File: config.mk
export PLATFORM = sky130hd
export DESIGN_NAME = rxcs_top
export DESIGN_NICKNAME = d
export VERILOG_FILES = /design/src/rxcs_pkg.sv /design/src/rxcs_sum_if.sv /design/src/rxcs_top.sv /design/src/rxcs_sum.sv
export SDC_FILE = /design/constraint.sdc
export NUM_CORES = 1
export LEC_CHECK = 0
export BUFFER_PORTS_ARGS = -buffer_cell sky130_fd_sc_hd__buf_2
export CAP_MARGIN = 40
export CORE_MARGIN = 2
export CORE_UTILIZATION = 61
export DETAILED_ROUTE_END_ITERATION = 12
export PLACE_DENSITY = 0.82
export SYNTH_ARGS = -nofsm -noshare
export SYNTH_HDL_FRONTEND = slang
export SYNTH_HIERARCHICAL = 1
export SYNTH_SLANG_ARGS = --single-unit
export TNS_END_PERCENT = 50
File: constraint.sdc
create_clock -name I_CLK -period 8.7 [get_ports I_CLK]
set_clock_uncertainty 0.15 [all_clocks]
set_input_delay 1.305 -clock I_CLK [delete_from_list [all_inputs] [get_ports I_CLK]]
set_output_delay 1.305 -clock I_CLK [all_outputs]
set_load 0.1 [all_outputs]
File: src/rxcs_pkg.sv
// Package: register map, field layout and helpers of the receive checksum block
package rxcs_pkg;
  localparam int          ADDR_W        = 16;
  // Register offsets
  localparam logic [15:0] CTRL_OFS      = 16'h5000;
  localparam logic [15:0] AUX_OFS       = 16'h5100;
  localparam logic [15:0] STAT_OFS      = 16'h5104;
  localparam logic [15:0] MASK_OFS      = 16'h5108;
  // Checksum control fields
  localparam int          START_LSB     = 0;
  localparam int          START_W       = 8;
  localparam int          IPCHK_BIT     = 8;
  localparam int          L4CHK_BIT     = 9;
  localparam int          CRCCHK_BIT    = 11;
  localparam int          PAYLD_BIT     = 12;
  localparam int          DIS_BIT       = 13;
  localparam logic [31:0] CTRL_RESET    = 32'h0000_0300;
  localparam logic [31:0] CTRL_WMASK    = 32'h0000_3BFF;
  // Auxiliary receive configuration fields
  localparam int          FMT_LSB       = 0;
  localparam int          STRIPFCS_BIT  = 2;
  localparam int          VLANSTRIP_BIT = 3;
  localparam int          V6FILT_BIT    = 4;
  localparam int          V6CSUM_BIT    = 5;
  localparam logic [31:0] AUX_RESET     = 32'h0000_0000;
  localparam logic [31:0] AUX_WMASK     = 32'h0000_003F;
  // Event bits of status and mask
  localparam int          EV_DONE       = 0;
  localparam int          EV_IPE        = 1;
  localparam int          EV_L4E        = 2;
  localparam int          EV_FRAME_CRC_ERROR_FLAG       = 3;
  localparam int          EV_W          = 4;
  localparam logic [3:0]  EV_RESET      = 4'h0;
  // Checksum and CRC constants
  localparam logic [15:0] CSUM_GOOD     = 16'hFFFF;
  localparam logic [31:0] CRC_INIT      = 32'hFFFF_FFFF;
  localparam logic [31:0] CRC_POLY      = 32'hEDB8_8320;
  // Good-frame residue as the shift-right register holds it, not inverted
  localparam logic [31:0] CRC_RESIDUE   = 32'hDEBB_20E3;

  typedef enum logic [1:0] {
    FMT_LEGACY = 2'b00,
    FMT_EXT    = 2'b01
  } rxcs_fmt_type;

  // Ones' complement add with end-around carry
  function automatic logic [15:0] rxcs_add1c(input logic [15:0] a,
                                             input logic [15:0] b);
    logic [16:0] s;
    s = {1'b0, a} + {1'b0, b};
    return s[15:0] + {15'h0000, s[16]};
  endfunction : rxcs_add1c
endpackage : rxcs_pkg

File: src/rxcs_sum_if.sv
// Interface: byte feed into one ones' complement accumulator
`timescale 1ns/1ps
interface rxcs_sum_if;
  logic        sop;
  logic        eop;
  logic        en;
  logic [7:0]  data;
  logic [15:0] sum;
  modport feed (output sop, output eop, output en, output data, input sum);
  modport acc  (input sop, input eop, input en, input data, output sum);
endinterface : rxcs_sum_if

File: src/rxcs_top.sv
// Receive checksum offload: sums, checks, descriptor field and registers
//
// Our own choice: strobed register access.
`timescale 1ns/1ps

module rxcs_top (
  input  wire logic                        I_CLK,
  input  wire logic                        I_SYS_RST,
  input  wire logic [rxcs_pkg::ADDR_W-1:0] I_ADDR,
  input  wire logic [31:0]                 I_WDATA,
  input  wire logic                        I_WR,
  input  wire logic                        I_RD,
  output logic      [31:0]                 O_RDATA,
  input  wire logic                        I_RX_VALID,
  input  wire logic                        I_RX_SOP,
  input  wire logic                        I_RX_EOP,
  input  wire logic [7:0]                  I_RX_DATA,
  input  wire logic                        I_RX_VLAN,
  input  wire logic                        I_RX_FCS,
  input  wire logic                        I_RX_IP_HDR,
  input  wire logic                        I_RX_IP_PAYLOAD,
  input  wire logic                        I_RX_ETH_OK,
  input  wire logic                        I_RX_IPV4,
  input  wire logic                        I_RX_IPV6,
  input  wire logic                        I_RX_L4_OK,
  input  wire logic [15:0]                 I_RX_PSEUDO,
  input  wire logic [15:0]                 I_RX_IP_ID,
  input  wire logic [31:0]                 I_RSS_HASH,
  output logic                             O_DESC_VALID,
  output logic      [31:0]                 O_DESC_FIELD,
  output logic                             O_DESC_IPCS,
  output logic                             O_DESC_L4CS,
  output logic                             O_DESC_IPE,
  output logic                             O_DESC_TRANSPORT_ERROR_FLAG,
  output logic                             O_DESC_FRAME_CRC_ERROR_FLAG,
  output logic                             O_IRQ
);
  import rxcs_pkg::*;

  // Register state
  logic [31:0]     ctrl_q;
  logic [31:0]     aux_q;
  logic [EV_W-1:0] stat_q;
  logic [EV_W-1:0] mask_q;
  logic [31:0]     rdata_q;

  // Decoded configuration
  logic [START_W-1:0] csum_start_offset;
  logic               ip_header_check_enable;
  logic               transport_check_enable;
  logic               frame_crc_check_enable;
  logic               payload_csum_enable;
  logic               csum_report_disable;
  rxcs_fmt_type       descriptor_format;
  logic               strip_fcs;
  logic               vlan_tag_strip_enable;
  logic               v6_filter_disable;
  logic               v6_transport_check_disable;

  // Packet path state
  logic        sop;
  logic        eop;
  logic        counted;
  logic [15:0] pos;
  logic [15:0] pos_q;
  logic        pkt_en;
  logic [31:0] crc_q;
  logic        fin_q;
  logic        eth_ok_q;
  logic        v4_q;
  logic        v6_q;
  logic        l4_q;
  logic [15:0] pseudo_q;
  logic [15:0] ipid_q;
  logic [31:0] rss_q;

  // Result terms
  logic            ip_chk;
  logic            l4_chk;
  logic            ip_header_error_flag;
  logic            l4e;
  logic            frame_crc_error_flag;
  logic [31:0]     field;
  logic [EV_W-1:0] ev;
  logic [EV_W-1:0] w1c;

  rxcs_sum_if pkt_if ();
  rxcs_sum_if iph_if ();
  rxcs_sum_if l4_if ();

  // One CRC32 step over a byte, reflected, least bit first
  function automatic logic [31:0] crc_byte(input logic [31:0] c,
                                           input logic [7:0]  d);
    logic [31:0] r;
    r = c ^ {24'h00_0000, d};
    for (int i = 0; i < 8; i++) begin
      r = r[0] ? ((r >> 1) ^ CRC_POLY) : (r >> 1);
    end
    return r;
  endfunction : crc_byte

  // Field decode of control and auxiliary registers
  always_comb begin
    csum_start_offset          = ctrl_q[START_LSB +: START_W];
    ip_header_check_enable     = ctrl_q[IPCHK_BIT];
    transport_check_enable     = ctrl_q[L4CHK_BIT];
    frame_crc_check_enable     = ctrl_q[CRCCHK_BIT];
    payload_csum_enable        = ctrl_q[PAYLD_BIT];
    csum_report_disable        = ctrl_q[DIS_BIT];
    descriptor_format          = rxcs_fmt_type'(aux_q[FMT_LSB +: 2]);
    strip_fcs                  = aux_q[STRIPFCS_BIT];
    vlan_tag_strip_enable      = aux_q[VLANSTRIP_BIT];
    v6_filter_disable          = aux_q[V6FILT_BIT];
    v6_transport_check_disable = aux_q[V6CSUM_BIT];
  end

  // Stream qualifiers; a stripped tag byte is not a packet byte
  assign sop     = I_RX_VALID && I_RX_SOP;
  assign eop     = I_RX_VALID && I_RX_EOP;
  assign counted = I_RX_VALID && !(I_RX_VLAN && vlan_tag_strip_enable);
  assign pos     = I_RX_SOP ? 16'h0000 : pos_q;

  // Byte selection for the packet sum
  always_comb begin
    if (payload_csum_enable) begin
      pkt_en = I_RX_VALID && I_RX_IP_PAYLOAD && !I_RX_FCS;
    end else begin
      pkt_en = counted && (pos >= {8'h00, csum_start_offset})
               && !(I_RX_FCS && strip_fcs);
    end
  end

  // Position of the next packet byte, saturating on jumbo frames
  always_ff @(posedge I_CLK) begin
    if (I_SYS_RST) begin
      pos_q <= 16'h0000;
    end else if (counted && pos != 16'hFFFF) begin
      pos_q <= pos + 16'h0001;
    end else if (sop) begin
      pos_q <= 16'h0000;
    end
  end

  // Accumulator feeds
  assign pkt_if.sop  = sop;
  assign pkt_if.eop  = eop;
  assign pkt_if.en   = pkt_en;
  assign pkt_if.data = I_RX_DATA;
  assign iph_if.sop  = sop;
  assign iph_if.eop  = eop;
  assign iph_if.en   = I_RX_VALID && I_RX_IP_HDR;
  assign iph_if.data = I_RX_DATA;
  assign l4_if.sop   = sop;
  assign l4_if.eop   = eop;
  assign l4_if.en    = I_RX_VALID && I_RX_IP_PAYLOAD && !I_RX_FCS;
  assign l4_if.data  = I_RX_DATA;

  rxcs_sum u_pkt_sum (
    .i_clk     (I_CLK),
    .i_sys_rst (I_SYS_RST),
    .acc_io    (pkt_if.acc)
  );

  rxcs_sum u_iph_sum (
    .i_clk     (I_CLK),
    .i_sys_rst (I_SYS_RST),
    .acc_io    (iph_if.acc)
  );

  rxcs_sum u_l4_sum (
    .i_clk     (I_CLK),
    .i_sys_rst (I_SYS_RST),
    .acc_io    (l4_if.acc)
  );

  // CRC32 over every frame byte; a good frame leaves the residue
  always_ff @(posedge I_CLK) begin
    if (I_SYS_RST) begin
      crc_q <= CRC_INIT;
    end else if (I_RX_VALID) begin
      crc_q <= crc_byte(I_RX_SOP ? CRC_INIT : crc_q, I_RX_DATA);
    end
  end

  // Packet facts sampled with the last byte
  always_ff @(posedge I_CLK) begin
    if (I_SYS_RST) begin
      fin_q    <= 1'b0;
      eth_ok_q <= 1'b0;
      v4_q     <= 1'b0;
      v6_q     <= 1'b0;
      l4_q     <= 1'b0;
      pseudo_q <= 16'h0000;
      ipid_q   <= 16'h0000;
      rss_q    <= 32'h0000_0000;
    end else begin
      fin_q <= eop;
      if (eop) begin
        eth_ok_q <= I_RX_ETH_OK;
        v4_q     <= I_RX_IPV4;
        v6_q     <= I_RX_IPV6;
        l4_q     <= I_RX_L4_OK;
        pseudo_q <= I_RX_PSEUDO;
        ipid_q   <= I_RX_IP_ID;
        rss_q    <= I_RSS_HASH;
      end
    end
  end

  // Checks, gated by enables; IP and transport checks also by frame type
  always_comb begin
    ip_chk = ip_header_check_enable && eth_ok_q && v4_q;
    l4_chk = transport_check_enable && eth_ok_q && l4_q
             && (v4_q || (v6_q && !v6_filter_disable
                          && !v6_transport_check_disable));
    ip_header_error_flag    = ip_chk && (iph_if.sum != CSUM_GOOD);
    l4e    = l4_chk && (rxcs_add1c(l4_if.sum, pseudo_q) != CSUM_GOOD);
    frame_crc_error_flag   = frame_crc_check_enable && (crc_q != CRC_RESIDUE);
  end

  // Shared descriptor field: packet sum or hash, never both
  always_comb begin
    case (descriptor_format)
      FMT_LEGACY: field = {16'h0000, pkt_if.sum};
      default: begin
        if (csum_report_disable) begin
          field = rss_q;
        end else begin
          field = {ipid_q, pkt_if.sum};
        end
      end
    endcase
  end

  // Descriptor outputs, one cycle after the sums settle
  always_ff @(posedge I_CLK) begin
    if (I_SYS_RST) begin
      O_DESC_VALID <= 1'b0;
      O_DESC_FIELD <= 32'h0000_0000;
      O_DESC_IPCS  <= 1'b0;
      O_DESC_L4CS  <= 1'b0;
      O_DESC_IPE   <= 1'b0;
      O_DESC_TRANSPORT_ERROR_FLAG  <= 1'b0;
      O_DESC_FRAME_CRC_ERROR_FLAG  <= 1'b0;
    end else begin
      O_DESC_VALID <= fin_q;
      if (fin_q) begin
        O_DESC_FIELD <= field;
        O_DESC_IPCS  <= ip_chk;
        O_DESC_L4CS  <= l4_chk;
        O_DESC_IPE   <= ip_header_error_flag;
        O_DESC_TRANSPORT_ERROR_FLAG  <= l4e;
        O_DESC_FRAME_CRC_ERROR_FLAG  <= frame_crc_error_flag;
      end
    end
  end

  // Event collection; a new event beats a same-cycle clear
  always_comb begin
    ev          = '0;
    ev[EV_DONE] = fin_q;
    ev[EV_IPE]  = fin_q && ip_header_error_flag;
    ev[EV_L4E]  = fin_q && l4e;
    ev[EV_FRAME_CRC_ERROR_FLAG] = fin_q && frame_crc_error_flag;
    w1c = (I_WR && I_ADDR == STAT_OFS) ? I_WDATA[EV_W-1:0] : '0;
  end

  always_ff @(posedge I_CLK) begin
    if (I_SYS_RST) begin
      stat_q <= EV_RESET;
    end else begin
      stat_q <= (stat_q & ~w1c) | ev;
    end
  end

  assign O_IRQ = |(stat_q & mask_q);

  // Register writes; reserved bits are dropped at the door
  always_ff @(posedge I_CLK) begin
    if (I_SYS_RST) begin
      ctrl_q <= CTRL_RESET;
      aux_q  <= AUX_RESET;
      mask_q <= EV_RESET;
    end else if (I_WR) begin
      case (I_ADDR)
        CTRL_OFS: ctrl_q <= I_WDATA & CTRL_WMASK;
        AUX_OFS:  aux_q  <= I_WDATA & AUX_WMASK;
        MASK_OFS: mask_q <= I_WDATA[EV_W-1:0];
        default:  ;
      endcase
    end
  end

  // Read data stand one cycle, zero otherwise and on unmapped offsets
  always_ff @(posedge I_CLK) begin
    if (I_SYS_RST) begin
      rdata_q <= 32'h0000_0000;
    end else if (I_RD) begin
      case (I_ADDR)
        CTRL_OFS: rdata_q <= ctrl_q;
        AUX_OFS:  rdata_q <= aux_q;
        STAT_OFS: rdata_q <= {28'h000_0000, stat_q};
        MASK_OFS: rdata_q <= {28'h000_0000, mask_q};
        default:  rdata_q <= 32'h0000_0000;
      endcase
    end else begin
      rdata_q <= 32'h0000_0000;
    end
  end

  assign O_RDATA = rdata_q;
endmodule : rxcs_top

File: src/rxcs_sum.sv
// Byte-wide 16-bit ones' complement accumulator
`timescale 1ns/1ps
module rxcs_sum (
  input wire logic i_clk,
  input wire logic i_sys_rst,
  rxcs_sum_if.acc  acc_io
);
  import rxcs_pkg::*;

  logic [15:0] acc_q;
  logic [7:0]  hi_q;
  logic        pend_q;
  logic [15:0] base;
  logic        base_pend;

  // Start of packet drops the old sum even on an uncounted byte
  always_comb begin
    base      = acc_io.sop ? 16'h0000 : acc_q;
    base_pend = acc_io.sop ? 1'b0 : pend_q;
  end

  // High byte first; a lone trailing byte is padded with zero
  always_ff @(posedge i_clk) begin
    if (i_sys_rst) begin
      acc_q  <= 16'h0000;
      hi_q   <= 8'h00;
      pend_q <= 1'b0;
    end else if (acc_io.en) begin
      if (base_pend) begin
        acc_q  <= rxcs_add1c(base, {hi_q, acc_io.data});
        pend_q <= 1'b0;
      end else if (acc_io.eop) begin
        acc_q  <= rxcs_add1c(base, {acc_io.data, 8'h00});
        pend_q <= 1'b0;
      end else begin
        acc_q  <= base;
        hi_q   <= acc_io.data;
        pend_q <= 1'b1;
      end
    end else if (acc_io.eop && base_pend) begin
      acc_q  <= rxcs_add1c(base, {hi_q, 8'h00});
      pend_q <= 1'b0;
    end else begin
      acc_q  <= base;
      pend_q <= base_pend;
    end
  end

  assign acc_io.sum = acc_q;
endmodule : rxcs_sum

==> flow_metrics.py <==
metrics = {
    "synthesis": {
        "yosysWarnings": 6,
        "synthFlopType": "dfxtp_1",
        "ys_seq_elements": 270,
        "synth.avg_cell_area_sq_um": 7.670,
        "synthTopCellsByArea": "dfxtp_1 (24%), xnor2_1 (8.6%), nor2_1 (5.9%)",
        "synth_edf_count": 0,
        "muxShareOfSynthArea": 0.04001,
        "synthArstFlopShare": 0,
        "synth.cell_area_sq_um": 22580,
        "synth_top_family_by_area": "simple AND/OR/NAND/NOR gates",
        "synth_xor_area_frac": 0.1277,
        "ys_types": 110,
        "yosysSeqAreaShare": 0.2394,
        "yosys.area.top_type_share": 0.2394,
        "yosys.area_share.simple": 0.2572,
        "synth_area_leader_cell": "dfxtp_1",
        "synth-compound-area-share": 0.2255,
        "syn_inst": 2944,
        "synthAdderAreaFrac": 0.05342,
    },
    "clock_network": {
        "clock_latency_ps": 560,
        "cts_max_path_buffers": 3,
        "cts_hold_buf": 0,
        "cts_tree": "built",
        "htreeDepth": 2,
        "cts_resized": 0,
        "post_cts_buffers": 0,
        "root_buffer": "clkbuf_16",
        "cts_sinks": 270,
        "cts_buffers": 34,
        "cts.clk_slew.worst_paths_ps": 60,
    },
    "setup_path": {
        "arrival_ps": 6550,
        "r2r_slack_ps": 3320,
        "r2r_end": "u_pkt_sum/acc_io.sum[10]",
        "crit_type": "in -> reg",
        "start_kind": "input pin",
        "r2r_start": "u_pkt_sum/acc_io.sum[9]",
        "crit_path_end_kind": "flip-flop",
        "cp_max_fo": 21,
        "worstPathRequired_ps": 8980,
        "worstRegToRegCells": 23,
    },
    "pwr": {
        "combPwrFrac": 0.243,
        "p_sw_uw": 1220,
        "p_int_uw": 2511,
        "power.share.sequential": 0.371,
        "p_leak_uw": 0.009471,
        "power_density_nw_per_um2": 152.5,
        "total_power_uw": 3731,
        "max-vdd-ir-drop_mv": 0.1408,
        "p_sw_frac": 0.3271,
        "clkPwrFrac": 0.387,
    },
    "sta": {
        "finalCritPeriodShare": 0.7204,
        "worst_pin_slew_ps": 977.4,
        "final-setup-viol-count": 0,
        "tns_ps": 0,
        "timing.hold.ws_ps": 304.9,
        "relSlewSlack": 0.3392,
        "grt_setup_unrepaired": "false",
        "report.final.hold_viol_count": 0,
        "timing.fmax_ghz": 0.1596,
        "drv_slew": 0,
        "finalCriticalPeriod_ps": 6268,
    },
    "cells_and_area": {
        "drive_above_1_share": 0.1255,
        "fillers": 2973,
        "regArea_sq_um": 5405,
        "finalNetCount": 3206,
        "final_core_util": 0.6700,
        "fin_cells": 3479,
        "area.growth.synth_to_final_pct": 8.367,
        "multi_input_area_sq_um": 15980,
    },
    "placement": {
        "dp.cells": 3411,
        "port_buffers": 167,
        "hpwl_microns": 45540,
        "place_congestion": 0.9426,
    },
    "floorplan": {
        "die_width_microns": 196.4,
        "chipHeight_microns": 196.4,
        "placementRows": 70,
        "io_pins": 206,
        "core_sq_um": 36520,
        "initial_core_util": 0.6183,
        "die-area_sq_um": 38570,
    },
    "global_routing": {
        "grt_max_degree": 173,
        "globalRouteOverflowTotal": 0,
        "track_usage": 0.3260,
        "first_global_vias": 20910,
        "antenna_found_initial": 7,
        "grt_pass1_wl_microns": 103900,
    },
    "route": {
        "vias_per_cell": 6.288,
        "routedWlPerCell_microns": 18.84,
        "wl_microns": 65540,
        "drt_iter0_markers": 1930,
        "ant_nets": 0,
        "vias": 21880,
        "firstDrtPassIters": 9,
        "drc_errors": 0,
    },
    "worst_hold_path": {
        "min_path_cells": 2,
        "holdPathEnd": "rss_q[18]",
        "hold_start": "rss_q[18]",
        "hold_class": "reg -> reg",
    },
    "flow_run": {
        "cap_viol_max_count": 0,
    },
    "outcome": {
        "status": "completed",
    },
}
[cell usage in the layout (no fill, tap or decap), types with 42 or more instances in the layout]
cell type | Yosys | routed
dfxtp_1 | 270 | 270
ha_1 | 90 | 90
nand3_1 | 76 | 76
inv_1 | 52 | 51
o21ai_0 | 101 | 100
nor3_1 | 42 | 42
xnor2_1 | 222 | 222
nor2_1 | 357 | 356
xor2_1 | 87 | 87
nor2b_1 | 72 | 72
buf_2 | 46 | 166
a21oi_1 | 221 | 221
nand2_1 | 327 | 326
mux2i_1 | 79 | 79
[area by class of cell]
| type | count | area share |
|---|---|---|
| multi-input cells | 2414 | 0.6529 |
| flip-flops and latches | 270 | 0.2209 |
| repair buffers | 200 | 0.04551 |
| clock buffers | 47 | 0.04172 |
| well taps | 468 | 0.02393 |
| inverters | 60 | 0.009460 |
| clock inverters | 13 | 0.004909 |
| diodes | 7 | 0.0007159 |
[synthesized netlist by cell type (10+ instances only)]
cell / n
a211o_1: 38
a211oi_1: 36
a211oi_2: 13
a21boi_0: 13
a21o_1: 29
a21oi_1: 221
a22oi_1: 14
a311oi_1: 12
a31oi_1: 16
and2_1: 22
and3_1: 41
buf_1: 12
buf_2: 46
buf_4: 21
buf_6: 13
clkbuf_1: 125
dfxtp_1: 270
ha_1: 90
inv_1: 52
mux2_2: 10
mux2i_1: 79
nand2_1: 327
nand2b_1: 38
nand3_1: 76
nand4_1: 26
nand4b_1: 10
nand4bb_1: 12
nor2_1: 357
nor2b_1: 72
nor3_1: 42
nor3b_1: 14
nor4_1: 18
nor4b_1: 11
o211a_1: 15
o211ai_1: 34
o21a_1: 28
o21ai_0: 101
o21ai_1: 16
o21bai_1: 14
o22ai_1: 21
o31ai_1: 14
or3_1: 17
or4_1: 10
xnor2_1: 222
xor2_1: 87
[through the flow]
step / setup slack [ps] / instance area (sq um)
3_5_place_dp: 2012 / 23310
4_1_cts: 2567 / 24450
5_1_grt: 2062 / 24470
2_1_floorplan: 2101 / 22650
6_report: 2432 / 24470
3_3_place_gp: 2062 / 23260
[sequential cells by signal (all words and copies together) (netlist names), 8 cells and up]
signal                cells
u_pkt_sum/hi_q            8
O_DESC_FIELD             32
pos_q                    16
crc_q                    32
O_RDATA                  13
ctrl_q                   13
u_l4_sum/acc_io.sum      16
ipid_q                   16
u_iph_sum/acc_io.sum     16
u_pkt_sum/acc_io.sum     16
rss_q                    32
u_l4_sum/hi_q             8
pseudo_q                 16
u_iph_sum/hi_q            8
[critical path, cell delays in order]
cell and delay [ps]:
buf_2 90, nand2_1 180, inv_4 390, nor2b_1 90
buf_4 190, xnor2_1 400, inv_1 220, ha_1 330
a21o_1 220, maj3_1 370, a21o_1 220, a31oi_1 270
nor2b_1 90, o21a_1 180, o21a_1 170, o21ai_0 150
nand2b_1 130, ha_1 260, ha_1 200, nand2_1 100
a21o_1 220, nor4b_4 100, and3_1 210, a211oi_2 220
xnor2_1 160, o21ai_1 80
[how the worst max path moves through the flow]
stage               startpoint                        to  slack, ps  cells past startpoint
finish                I_RX_SOP  u_pkt_sum/acc_io.sum[10]       2430                     26
global placement      I_RX_SOP  u_iph_sum/acc_io.sum[10]       2060                     26
floorplan             I_RX_SOP   u_l4_sum/acc_io.sum[10]       2100                     29
global route          I_RX_SOP  u_pkt_sum/acc_io.sum[10]       2060                     26
CTS                   I_RX_SOP  u_pkt_sum/acc_io.sum[10]       2570                     26
detailed placement    I_RX_SOP  u_pkt_sum/acc_io.sum[10]       2010                     26
[per-layer routing]
layer	up-vias	wire, microns	part of all wire	GRT usage
met2	956	30960	0.47	0.5514
met1	10230	26990	0.41	0.4099
met3	214	4575	0.070	0.03936
met4	0	3018	0.046	0.1661
li1	10470	-	-	-
met5	-	0	0	0
[logic make-up after synthesis]
kind of cell | count (synthesis)
adder cells (fa/ha/maj) | 97
multiplexers | 89
XOR/XNOR | 318
other | 1
flip-flops | 270
AND/OR/NAND/NOR | 1161
AO/OA/AOI/OAI | 730
buffers and inverters | 278
[power by group through the flow]
stage	Sequential [uW]	Combinational [uW]	Clock (uW)
after floorplan	1390	721	0
after global placement	1400	860	0
after detailed placement	1410	885	0
after CTS	1380	892	1460
after global routing	1390	983	1510
final	1380	906	1440
Power figures use the tool's default switching activity.
